File: config.mk
export PLATFORM = sky130hd
export DESIGN_NAME = lcdcps_top
export DESIGN_NICKNAME = d
export VERILOG_FILES = /design/src/common/lcdcps_pkg.sv /design/src/lcdcps_top.sv
export SDC_FILE = /design/constraint.sdc
export NUM_CORES = 1
export LEC_CHECK = 0
export ABC_AREA = 0
export BUFFER_PORTS_ARGS = -buffer_cell sky130_fd_sc_hd__buf_4
export CELL_PAD_IN_SITES_DETAIL_PLACEMENT = 1
export CELL_PAD_IN_SITES_GLOBAL_PLACEMENT = 1
export CORE_MARGIN = 2
export CORE_UTILIZATION = 27
export CTS_BUF_LIST = sky130_fd_sc_hd__clkbuf_2 sky130_fd_sc_hd__clkbuf_4 sky130_fd_sc_hd__clkbuf_8
export DETAILED_ROUTE_END_ITERATION = 10
export PLACE_DENSITY_LB_ADDON = 0.1
export REMOVE_ABC_BUFFERS = 1
export SETUP_SLACK_MARGIN = 0.5
export SYNTH_ARGS = -nofsm -noshare
export SYNTH_HDL_FRONTEND = slang
export SYNTH_SLANG_ARGS = --single-unit
File: constraint.sdc
create_clock -name aclk -period 4.15 [get_ports aclk]
set_clock_uncertainty 0.2 [all_clocks]
set_input_delay 0.415 -clock aclk [delete_from_list [all_inputs] [get_ports aclk]]
set_output_delay 0.415 -clock aclk [all_outputs]
set_load 0.01 [all_outputs]
File: src/common/lcdcps_pkg.sv
// package for the lcd common pin select block
package lcdcps_pkg;

   // ****************************************************
   // register map
   // ****************************************************
   localparam logic [3:0] CTRL_ADDR   = 4'h0;
   localparam logic [3:0] STATUS_ADDR = 4'h4;
   localparam logic [7:0] CTRL_RESET  = 8'h00;

   // ****************************************************
   // field positions of the control register
   // ****************************************************
   localparam int RSVD_BIT   = 7;
   localparam int ISEL_HI    = 6;
   localparam int ISEL_LO    = 5;
   localparam int MASTER_BIT = 4;
   localparam int SEL3_BIT   = 3;
   localparam int SEL2_BIT   = 2;
   localparam int SEL1_BIT   = 1;
   localparam int SEL0_BIT   = 0;

   // ****************************************************
   // bus answers
   // ****************************************************
   localparam logic [1:0] RESP_OKAY   = 2'h0;
   localparam logic [1:0] RESP_SLVERR = 2'h2;

   typedef struct packed {
      logic [7:0]  ctrl;
      logic        aw_held;
      logic [3:0]  aw_addr;
      logic        w_held;
      logic [31:0] w_data;
      logic [3:0]  w_strb;
      logic        bvalid;
      logic [1:0]  bresp;
      logic        rvalid;
      logic [31:0] rdata;
      logic [1:0]  rresp;
   } lcdcps_state_t;

endpackage : lcdcps_pkg

File: src/lcdcps_top.sv
// lcd common pin select: control register, pin steering and axi4-lite slave

// Notes on behaviour
// - master enable off keeps all pins GPIO
// - common function needs master and pin select
// - bit 3 routes portc_line6 to common 3
// - bit 2 routes portc_line7 to common 2
// - bit 1 routes portb_line7 to common 1
// - bit 0 routes portb_line6 to common 0
// - bits 6:5 give drive current code
// - common pins drive regardless of port direction
module lcdcps_top
(
   // clock and reset
   input  wire logic        aclk,
   input  wire logic        aresetn,
   // axi4-lite write
   input  wire logic [31:0] s_axi_awaddr,
   input  wire logic        s_axi_awvalid,
   output logic             s_axi_awready,
   input  wire logic [31:0] s_axi_wdata,
   input  wire logic [3:0]  s_axi_wstrb,
   input  wire logic        s_axi_wvalid,
   output logic             s_axi_wready,
   output logic [1:0]       s_axi_bresp,
   output logic             s_axi_bvalid,
   input  wire logic        s_axi_bready,
   // axi4-lite read
   input  wire logic [31:0] s_axi_araddr,
   input  wire logic        s_axi_arvalid,
   output logic             s_axi_arready,
   output logic [31:0]      s_axi_rdata,
   output logic [1:0]       s_axi_rresp,
   output logic             s_axi_rvalid,
   input  wire logic        s_axi_rready,
   // gpio side of the four shared pins: order portb_line6, portb_line7, portc_line7, portc_line6
   input  wire logic [3:0]  gpio_out,
   input  wire logic [3:0]  gpio_oe,
   // lcd common levels from the application, same order
   input  wire logic [3:0]  lcd_common_out,
   // pad side
   output logic [3:0]       pad_out,
   output logic [3:0]       pad_oe,
   output logic [3:0]       pad_is_common,
   // analog half-supply driver
   output logic [1:0]       drive_current_sel,
   output logic             lcd_common_master_en
);

   lcdcps_pkg::lcdcps_state_t st_reg;
   lcdcps_pkg::lcdcps_state_t st_next;

   logic       wr_fire;
   logic [3:0] sel;
   logic [3:0] common_on;

   assign s_axi_awready = !st_reg.aw_held && !st_reg.bvalid;
   assign s_axi_wready  = !st_reg.w_held && !st_reg.bvalid;
   assign s_axi_arready = !st_reg.rvalid;
   assign s_axi_bvalid  = st_reg.bvalid;
   assign s_axi_bresp   = st_reg.bresp;
   assign s_axi_rvalid  = st_reg.rvalid;
   assign s_axi_rdata   = st_reg.rdata;
   assign s_axi_rresp   = st_reg.rresp;

   // ****************************************************
   // register and bus state
   // ****************************************************
   always_comb
   begin
      st_next = st_reg;
      if (s_axi_awvalid && s_axi_awready)
      begin
         st_next.aw_held = 1'h1;
         // only the low address bits decode, so the map repeats every 16 bytes
         st_next.aw_addr = s_axi_awaddr[3:0];
      end
      if (s_axi_wvalid && s_axi_wready)
      begin
         st_next.w_held = 1'h1;
         st_next.w_data = s_axi_wdata;
         st_next.w_strb = s_axi_wstrb;
      end
      wr_fire = st_next.aw_held && st_next.w_held && !st_reg.bvalid;
      if (wr_fire)
      begin
         st_next.aw_held = 1'h0;
         st_next.w_held  = 1'h0;
         st_next.bvalid  = 1'h1;
         st_next.bresp   = lcdcps_pkg::RESP_OKAY;
         if (st_next.aw_addr == lcdcps_pkg::CTRL_ADDR)
         begin
            // full byte writable
            // bit 7 is stored as written; keeping it zero is up to software
            if (st_next.w_strb[0])
               st_next.ctrl = st_next.w_data[7:0];
         end
         else if (st_next.aw_addr != lcdcps_pkg::STATUS_ADDR)
            st_next.bresp = lcdcps_pkg::RESP_SLVERR;
      end
      else if (st_reg.bvalid && s_axi_bready)
         st_next.bvalid = 1'h0;

      if (st_reg.rvalid && s_axi_rready)
         st_next.rvalid = 1'h0;
      if (s_axi_arvalid && s_axi_arready)
      begin
         st_next.rvalid = 1'h1;
         st_next.rresp  = lcdcps_pkg::RESP_OKAY;
         st_next.rdata  = 32'h0000_0000;
         if (s_axi_araddr[3:0] == lcdcps_pkg::CTRL_ADDR)
            st_next.rdata = {24'h00_0000, st_reg.ctrl};
         else if (s_axi_araddr[3:0] == lcdcps_pkg::STATUS_ADDR)
            st_next.rdata = {28'h000_0000, common_on};
         else
            st_next.rresp = lcdcps_pkg::RESP_SLVERR;
      end
   end

   always_ff @(posedge aclk)
   begin
      if (!aresetn)
      begin
         st_reg      <= '0;
         st_reg.ctrl <= lcdcps_pkg::CTRL_RESET;
      end
      else
         st_reg <= st_next;
   end

   // ****************************************************
   // pin steering
   // ****************************************************
   assign sel = {st_reg.ctrl[lcdcps_pkg::SEL3_BIT], st_reg.ctrl[lcdcps_pkg::SEL2_BIT],
                 st_reg.ctrl[lcdcps_pkg::SEL1_BIT], st_reg.ctrl[lcdcps_pkg::SEL0_BIT]};
   assign lcd_common_master_en = st_reg.ctrl[lcdcps_pkg::MASTER_BIT];
   assign drive_current_sel = st_reg.ctrl[lcdcps_pkg::ISEL_HI:lcdcps_pkg::ISEL_LO];

   genvar gi;
   generate
      for (gi = 0; gi < 4; gi++)
      begin : g_pin
         assign common_on[gi] = lcd_common_master_en && sel[gi];
         assign pad_oe[gi]  = common_on[gi] ? 1'h1 : gpio_oe[gi];
         assign pad_out[gi] = common_on[gi] ? lcd_common_out[gi] : gpio_out[gi];
         assign pad_is_common[gi] = common_on[gi];
      end
   endgenerate
endmodule // lcdcps_top

After elaboration in Yosys (flattened, before gate mapping)
Index checks and enable logic that the tools add are counted.

storage, ports and cells
  register bits after elaboration = 88
  input bits = 119
  output and inout port bits = 56
  logic and storage cells = 59

cells by class
  equal/unequal tests = 2
  mux-type cells = 20
  bitwise gates (word level) = 1
  reduce and logical (&&, ||, !) cells = 23

operators with widths
  kind                                                   number
  two-way mux 37 bit                                     1
  two-way mux 35 bit                                     1
  two-way mux 32 bit                                     1
  logical AND 1 bit                                      13
  two-way mux 1 bit                                      11
  zero test 4 bit                                        2
  two-way mux 2 bit                                      4
  two-way mux 5 bit                                      1
  equality test 4 x 3 -> 1 bit, second input constant    1
  zero test 1 bit                                        4
  two-way mux 4 bit                                      1
  inequality test 4 x 3 -> 1 bit, second input constant  1
  nonzero test 2 bit                                     2
  AND reduction 3 bit                                    1
  OR reduction 2 bit                                     1
  NOT 1 bit                                              1

Longest topological paths before layout
Gate-level depths: netlist of the first run.

  depth in word-level cells = 7
  mapped depth = 6
  mapped depth without buffers = 4

Worst setup path before layout of the first run
Ideal clock, no wire load.

  path type = reg2reg
  from = register st_reg, in the netlist s_axi_bvalid
  to = register st_reg, in the netlist drive_current_sel[0]
  library setup time = 121 ps
  arrival = 1656 ps
  data required time = 3829 ps
  setup slack = 2173 ps
  stages on the path, launching flop included = 7
  buffers on the path = 2
  clock period less this slack = 1977 ps
  cells stage by stage = dfxtp_1 -> buf_6 -> nor3b_2 -> buf_6 -> mux2_2 -> nand4_4 -> mux2_2

on the way
  cells in the longest elaborated chain, start to end = 7
  elaborated cells on any way between the ends = 11
  classes of those cells = mux: 2; reduce/logical: 9

RTL lines
  what                                                            RTL line                                              RTL
  start, declared                                                 lcdcps_top.sv:50                                      lcdcps_pkg::lcdcps_state_t st_reg;
  start signal, assigned                                          lcdcps_top.sv:128                                     st_reg <= st_next;
  zero test 1 bit *                                               lcdcps_top.sv:57, lcdcps_top.sv:58, lcdcps_top.sv:84
  logical AND 1 bit, on equally long branches                     lcdcps_top.sv:57, lcdcps_top.sv:58
  logical AND 1 bit, on equally long branches                     lcdcps_top.sv:72, lcdcps_top.sv:78
  two-way mux 5 bit / two-way mux 37 bit (equally long branches)  lcdcps_top.sv:72, lcdcps_top.sv:78
  logical AND 1 bit (2 in a row)                                  lcdcps_top.sv:84                                      wr_fire = st_next.aw_held && st_next.w_held && !st_reg.bvalid;
  AND reduction 3 bit (no source line)                            n/a

Every way passes the cells marked *; elsewhere a longest branch is shown, timed or not.
A chain may end at the register's enable or synchronous reset.

Worst setup path in the final report of the first run
Same ends and word-level chain as after synthesis.

==> summary.md, run 1 <==
| Metric | Value |
|---|---|
| Run status | finished, final reports clean |
| Hold violation count in the final report | 0 |
| Psw | just over 200 uW |
| Final cycle utilization of the critical path | 51.3% |
| Initial antenna violation count | 0 |
| Setup CP Type | flop to flop |
| Max reg flops | 16 |
| Slew Limit Fails | 0 |
| Xor/xnor share of the synthesized area | 0% |
| CP Max Fanout | 10 |
| Final weighted congestion in routability-driven placement | 0.633 |
| Synth Area in Compound Gates | 6.28% |
| R2R setup slack | 2.02 ns |
| Core area | 0.00639 sq mm |
| Post-synthesis simple-gate area fraction | 20.5% |
| Mean Syn Cell Area | 10.0 sq um |
| Buf/Inv on CP | 0 |
| PostCTS Resize Cnt | 0 |
| TritonCTS clock tree | yes |
| Post-layout nets | 353 |
| Synthesized area | between 0.0015 and 0.002 sq mm |
| Routed vias | 1,301 |
| Clock root buffer | clkbuf_8 |
| Dpl cells | 304 |
| Rows | 29 |
| Yosys warnings | 0 |
| Drt wl/cell | 12.4 um |
| Total Die Area | 0.00730 sq mm |
| Yosys reg bits | 35 |
| Clock Sinks | 35 |
| Sequential share of power | about 45% |
| Worst path slowest cell | nor3b_4 |
| Remaining routing DRC violations | 0 |
| Fin cells | approximately 310 |
| Net Sw Frac | approximately a quarter |
| Max-cap viol count | 0 |
| Total Wirelength | 3880 um |
| Static Leak | 1.05 nW |
| Antenna Nets Post-Route | 0 |
| Synth Instances | 179 |
| Reg clk slew, reported paths | 0.08 ns |
| CP required | around 4 ns |
| Initial Utilization | between 20% and 30% |
| First-pass GRT wire length | about 6200 um |
| CP Capture Type | flop |
| Slew Limit Headroom | 65.4% |
| Largest net degree at the start of global routing | 35 |
| CTS Hold Buffers Added | 0 |
| Mux share of post-synthesis cell area | 15.7% |
| Count of unique library cells instantiated by Yosys | 26 |
| Port Buffers | 65 |
| Kind of cell with the highest combined delay on the critical path | multiplexers |
| Peak supply drop | 0.158 mV |
| Hpwl dp | 2870 um |
| Inserted Diodes | 0 |
| Most common cell after layout, fill and taps aside | buf_4 |
| CTS Buffer Depth | 2 |
| Share of cells above drive strength 1 | around 41% |
| Worst Max-Slew Pin Slew | 0.515 ns |
| Skew-Pair Late Insertion Delay | roughly 0.29 ns |
| Largest family of logic cells by synthesized area | simple AND/OR/NAND/NOR gates |
| FMAX | 469 MHz |
| Post-CTS setup buffer count | 0 |
| Hold WC Path Type | input port to flop |
| TritonCTS Buffers | 5 |
| Vias per std cell | approximately 4.2 |
| Fin crit period | 2.13 ns |
| H-Tree Depth | 2 |
| Die W | 85.5 um |
| Unrepaired setup endpoints after global routing | no |
| Number of global-route vias before repair | 1,300 |
| Combinational power share | 16.7% |
| Worst setup SP type | flop |
| PD cells | 354 mW/mm^2 |
| Clock power frac | between 30% and 40% |
| Final setup viols | 0 |
| Die Height | 85.5 um |
| Post-synthesis adder-cell area fraction | 0% |
| CP Data Arrival Time | 2.10 ns |
| DRT Pass-1 Iters | 4 |
| DR iter-0 viols | 67 |
| CP cell instances | nor3b_4 > mux2i_1 > nand4_4 > mux2_2 |
| Gr usage total | 10.9% |
| Most frequent cells in the layout | buf_4, dfxtp_1, conb_1 |
| TNS Setup | 0 ns |
| Area growth syn-to-layout | 26.7% |
| Total grt overflow | 0 |
| I/O Pins | 175 |
| Internal Power | 602 uW |
| Sequential area share after synthesis | between 30% and 40% |
| Max stage delay on crit path | around 0.44 ns |
[cells in the mapped netlist, drive strengths merged]
cell	instances	share of area, %
nand2	2	0.42
a22oi	8	3.4
nor2	7	1.5
or2	4	1.4
o21ai	2	0.56
dfxtp	35	39
buf	40	17
mux2i	12	6.7
and2	14	4.9
nor3	4	1.1
o21a	1	0.42
o221a	1	0.63
o211a	1	0.56
o31ai	1	0.42
mux2	14	9.0
or4b	1	0.56
conb	1	0.21
o22ai	1	0.35
clkbuf	3	0.63
nand4	1	1.2
nor2b	22	7.7
inv	2	0.42
nor3b	2	1.7
[worst paths after layout]
| check | cells after the start | startpoint | endpoint |
|---|---|---|---|
| hold reg to reg | 2 | st_reg[76] | st_reg[76] |
| hold / removal | 2 | s_axi_arvalid | s_axi_rvalid |
| setup / recovery | 4 | s_axi_bvalid | drive_current_sel[0] |
| setup reg to reg | 4 | s_axi_bvalid | drive_current_sel[0] |
[metal layers]
| metal | wire [um] | GRT usage [%] | vias to the layer above |
|---|---|---|---|
| met1 | 1760 | 14.3 | 590 |
| met4 | 56 | 4.76 | 0 |
| li1 | - | - | 644 |
| met2 | 1700 | 16.1 | 60 |
| met3 | 356 | 4.18 | 7 |
| met5 | 0 | 0 | - |
[metrics by stage]
step	worst slack (ns)	util [%]	total power [mW]	hold WS [ns]	cell area (sq um)
3_5_place_dp	1.94	33.8	0.508	0.312	2160
4_1_cts	1.95	35.6	0.819	0.166	2270
6_report	2.02	35.6	0.805	0.172	2270
5_1_grt	1.83	35.6	0.848	0.177	2270
3_3_place_gp	1.94	33.8	0.508	0.305	2160
2_1_floorplan	1.86	-	0.446	0.279	1570
[power groups by stage]
| stage | logic, mW | registers (mW) | clock network (mW) |
|---|---|---|---|
| after floorplan | 0.0746 | 0.371 | 0 |
| after global placement | 0.136 | 0.371 | 0 |
| after detailed placement | 0.136 | 0.372 | 0 |
| after CTS | 0.137 | 0.364 | 0.319 |
| after global routing | 0.150 | 0.366 | 0.332 |
| final | 0.134 | 0.364 | 0.307 |
[final cells by class]
class / instances / area (sq um)
Tap cell: 77 / 96.3
Timing Repair Buffer: 66 / 495
Clock buffer: 5 / 68.8
Sequential cell: 35 / 701
Fill cell: 765 / 4120
Inverter: 2 / 7.51
Multi-Input combinational cell: 124 / 858
Clock inverter: 3 / 43.8
[cell families (layout without fill, tap and decap cells)]
family                 count (synthesis)  count (layout)
AND/OR/NAND/NOR                       57              57
buffers and inverters                 45              76
flip-flops                            35              35
multiplexers                          26              26
AO/OA/AOI/OAI                         15              15
other                                  1              26
Power figures use the tool's default switching activity.
==> inputs of run 2 (changes only) <==
--- a/config.mk
+++ b/config.mk
@@ -10,7 +10,7 @@
 export CELL_PAD_IN_SITES_DETAIL_PLACEMENT = 1
 export CELL_PAD_IN_SITES_GLOBAL_PLACEMENT = 1
 export CORE_MARGIN = 2
-export CORE_UTILIZATION = 27
+export CORE_UTILIZATION = 22
 export CTS_BUF_LIST = sky130_fd_sc_hd__clkbuf_2 sky130_fd_sc_hd__clkbuf_4 sky130_fd_sc_hd__clkbuf_8
 export DETAILED_ROUTE_END_ITERATION = 10
 export PLACE_DENSITY_LB_ADDON = 0.1
==> constraint.sdc (replaced) <==
create_clock -name aclk -period 1.9 [get_ports aclk]
set_clock_uncertainty 0.2 [all_clocks]
set_input_delay 0.19 -clock aclk [delete_from_list [all_inputs] [get_ports aclk]]
set_output_delay 0.19 -clock aclk [all_outputs]
set_load 0.01 [all_outputs]
==> run 2 against run 1 <==
Effect of this change:
- sequential share of layout area is 4.3 points lower
- wire length is 14% higher
- global-route usage fell by 1.1 points
- sequential power increased by 120%
- first-iteration DRC count is 69% lower
- critical endpoint unchanged
- register-to-register slack worse by 2.0 ns
- largest cell class unchanged
- critical path type unchanged
- core utilization shrank 1.1 points
- final area is 18% higher
- non-clock buffer count increased by 23
==> summary.md, run 2 (same netlist as run 1, synthesis figures left out) <==
| Metric | Value |
|---|---|
| Run status | finished, final reports clean |
| Setup WS post-layout | roughly 0.053 ns |
| Static Leak | 1.22 nW |
| CTS Buffer Depth | 2 |
| Port Buffers | 65 |
| Drt wl/cell | approximately 12 um |
| Total Wirelength | 4430 um |
| Slew Limit Fails | 0 |
| Worst path slowest cell | dfxtp_4 |
| Initial antenna violation count | 0 |
| First-pass GRT wire length | 6720 um |
| Peak supply drop | 0.315 mV |
| R2R setup slack | about 0.053 ns |
| FF-to-FF End | drive_current_sel[0] |
| Clock Sinks | 35 |
| Reg clk slew, reported paths | 0.07 ns |
| CP cell instances | nor3b_4 > mux2_4 > nand4_4 > mux2_2 |
| Total grt overflow | 0 |
| CP required | around 1.9 ns |
| Inserted Diodes | 0 |
| Worst hold-check slack | 0.00840 ns |
| Final setup viols | 0 |
| Internal Power | 1.34 mW |
| DRT Pass-1 Iters | 4 |
| Vias per std cell | just under 4 |
| Unrepaired setup endpoints after global routing | yes |
| Remaining routing DRC violations | 0 |
| Final cycle utilization of the critical path | a little over nine tenths |
| Reg2Reg Depth | 4 |
| DP Worst Slack | 0.0256 ns |
| Antenna Nets Post-Route | 0 |
| Hold violation count in the final report | 0 |
| CP Max Fanout | 8 |
| Initial Utilization | 22.9% |
| Core area | 0.00781 sq mm |
| Gr usage total | 9.82% |
| Psw | 467 uW |
| Skew-Pair Late Insertion Delay | 0.28 ns |
| Buf/Inv on CP | 0 |
| Sequential share of power | 43.8% |
| Clock power frac | between 30% and 40% |
| DR iter-0 viols | 21 |
| FMAX | 541 MHz |
| Net Sw Frac | roughly 26% |
| Combinational power share | 22.4% |
| Min-Delay Endpoint | st_reg[76] |
| Most common cell after layout, fill and taps aside | buf_4 |
| Number of global-route vias before repair | 1,366 |
| Max reg flops | 16 |
| H-Tree Depth | 2 |
| Worst setup SP type | flop |
| Kind of cell with the highest combined delay on the critical path | multiplexers |
| Share of cells above drive strength 1 | 55.0% |
| TritonCTS clock tree | yes |
| Final weighted congestion in routability-driven placement | 0.698 |
| Most frequent cells in the layout | buf_4, dfxtp_1, conb_1 |
| HP Start | s_axi_awaddr[1] |
| Routed vias | 1,384 |
| Die W | 94.2 um |
| Die Height | roughly 94 um |
| TritonCTS Buffers | 5 |
| PD cells | between 600 and 700 mW/mm^2 |
| Total Die Area | 0.00888 sq mm |
| CP Capture Type | flop |
| I/O Pins | 175 |
| RR Startpoint | s_axi_bvalid |
| Hold WC Path Type | input port to flop |
| Fillcell total | 903 |
| Area growth syn-to-layout | 50.1% |
| Worst Hold Path Cells | 3 |
| CP Data Arrival Time | approximately 1.8 ns |
| Hpwl dp | 3080 um |
| Max stage delay on crit path | approximately 0.37 ns |
| Post-layout nets | between 300 and 400 |
| Max-cap viol count | 0 |
| Clock root buffer | clkbuf_8 |
| Setup CP Type | flop to flop |
| Fin crit period | 1.85 ns |
| Largest net degree at the start of global routing | 35 |
| Rows | 32 |
## run 2: cell count changes in the layout (fill, tap and decap cells not counted), sizes merged
cell and delta:
buf +18, dlygate4sd3 +5, clkbuf +3, clkinv -2, bufinv -1
## run 2: worst max path at each step
| stage | from | to | slack [ns] | cells after the start |
|---|---|---|---|---|
| CTS | st_reg[79] | drive_current_sel[0] | 0.04 | 4 |
| global route | st_reg[79] | sel[0] | -0.02 | 5 |
| detailed placement | s_axi_bvalid | sel[0] | 0.03 | 5 |
| global placement | s_axi_bvalid | drive_current_sel[0] | 0.03 | 5 |
| floorplan | s_axi_bvalid | drive_current_sel[0] | -0.39 | 4 |
| finish | s_axi_bvalid | drive_current_sel[0] | 0.05 | 4 |
## run 2: worst reg2reg max path: stages, from the launching register on
cell	delay, ns
dfxtp_4	0.37
nor3b_4	0.27
mux2_4	0.36
nand4_4	0.18
mux2_2	0.36
## run 2: timing repair
item	in CTS	in global routing
cloned	0	1
endpoints found under the hold margin	4	0
resized for setup	42	19
setup endpoints to repair	45	45
hold buffers	5	0
pin swaps	7	2
setup buffers	5	4
## run 2: power by group through the flow
stage / clock network (mW) / logic [mW] / registers [mW]
after CTS: 0.644 / 0.363 / 0.790
after global routing: 0.678 / 0.443 / 0.797
after floorplan: 0 / 0.163 / 0.811
after global placement: 0 / 0.323 / 0.808
after detailed placement: 0 / 0.324 / 0.807
final: 0.612 / 0.406 / 0.793
## run 2: metrics by stage
step / setup TNS (ns) / instances / power, mW / utilization (%) / cell area, sq um
floorplan: -3.23 / 161 / 0.974 / - / 1570
global placement: 0 / 337 / 1.13 / 28.8 / 2250
detailed placement: 0 / 337 / 1.13 / 28.8 / 2250
CTS: 0 / 355 / 1.80 / 33.1 / 2580
global route: -0.0679 / 360 / 1.92 / 34.4 / 2690
finish: 0 / 360 / 1.81 / 34.4 / 2690
## run 2: metal layers
layer / vias to the layer above / part of all wire (%) / global-route usage [%]
li1: 689 / - / -
met1: 638 / 42 / 12.3
met2: 55 / 50 / 16.6
met3: 2 / 7.0 / 2.65
met4: 0 / 0.32 / 2.54
met5: - / 0 / 0
## run 2: area by class of cell
cell class | instances | area (sq um) | area share [%]
Clock buffer | 8 | 104 | 3.86
Inverter | 2 | 7.51 | 0.279
Multi-Input combinational cell | 124 | 998 | 37.1
Sequential cell | 35 | 714 | 26.6
Tap cell | 102 | 128 | 4.75
Timing Repair Buffer | 89 | 737 | 27.4
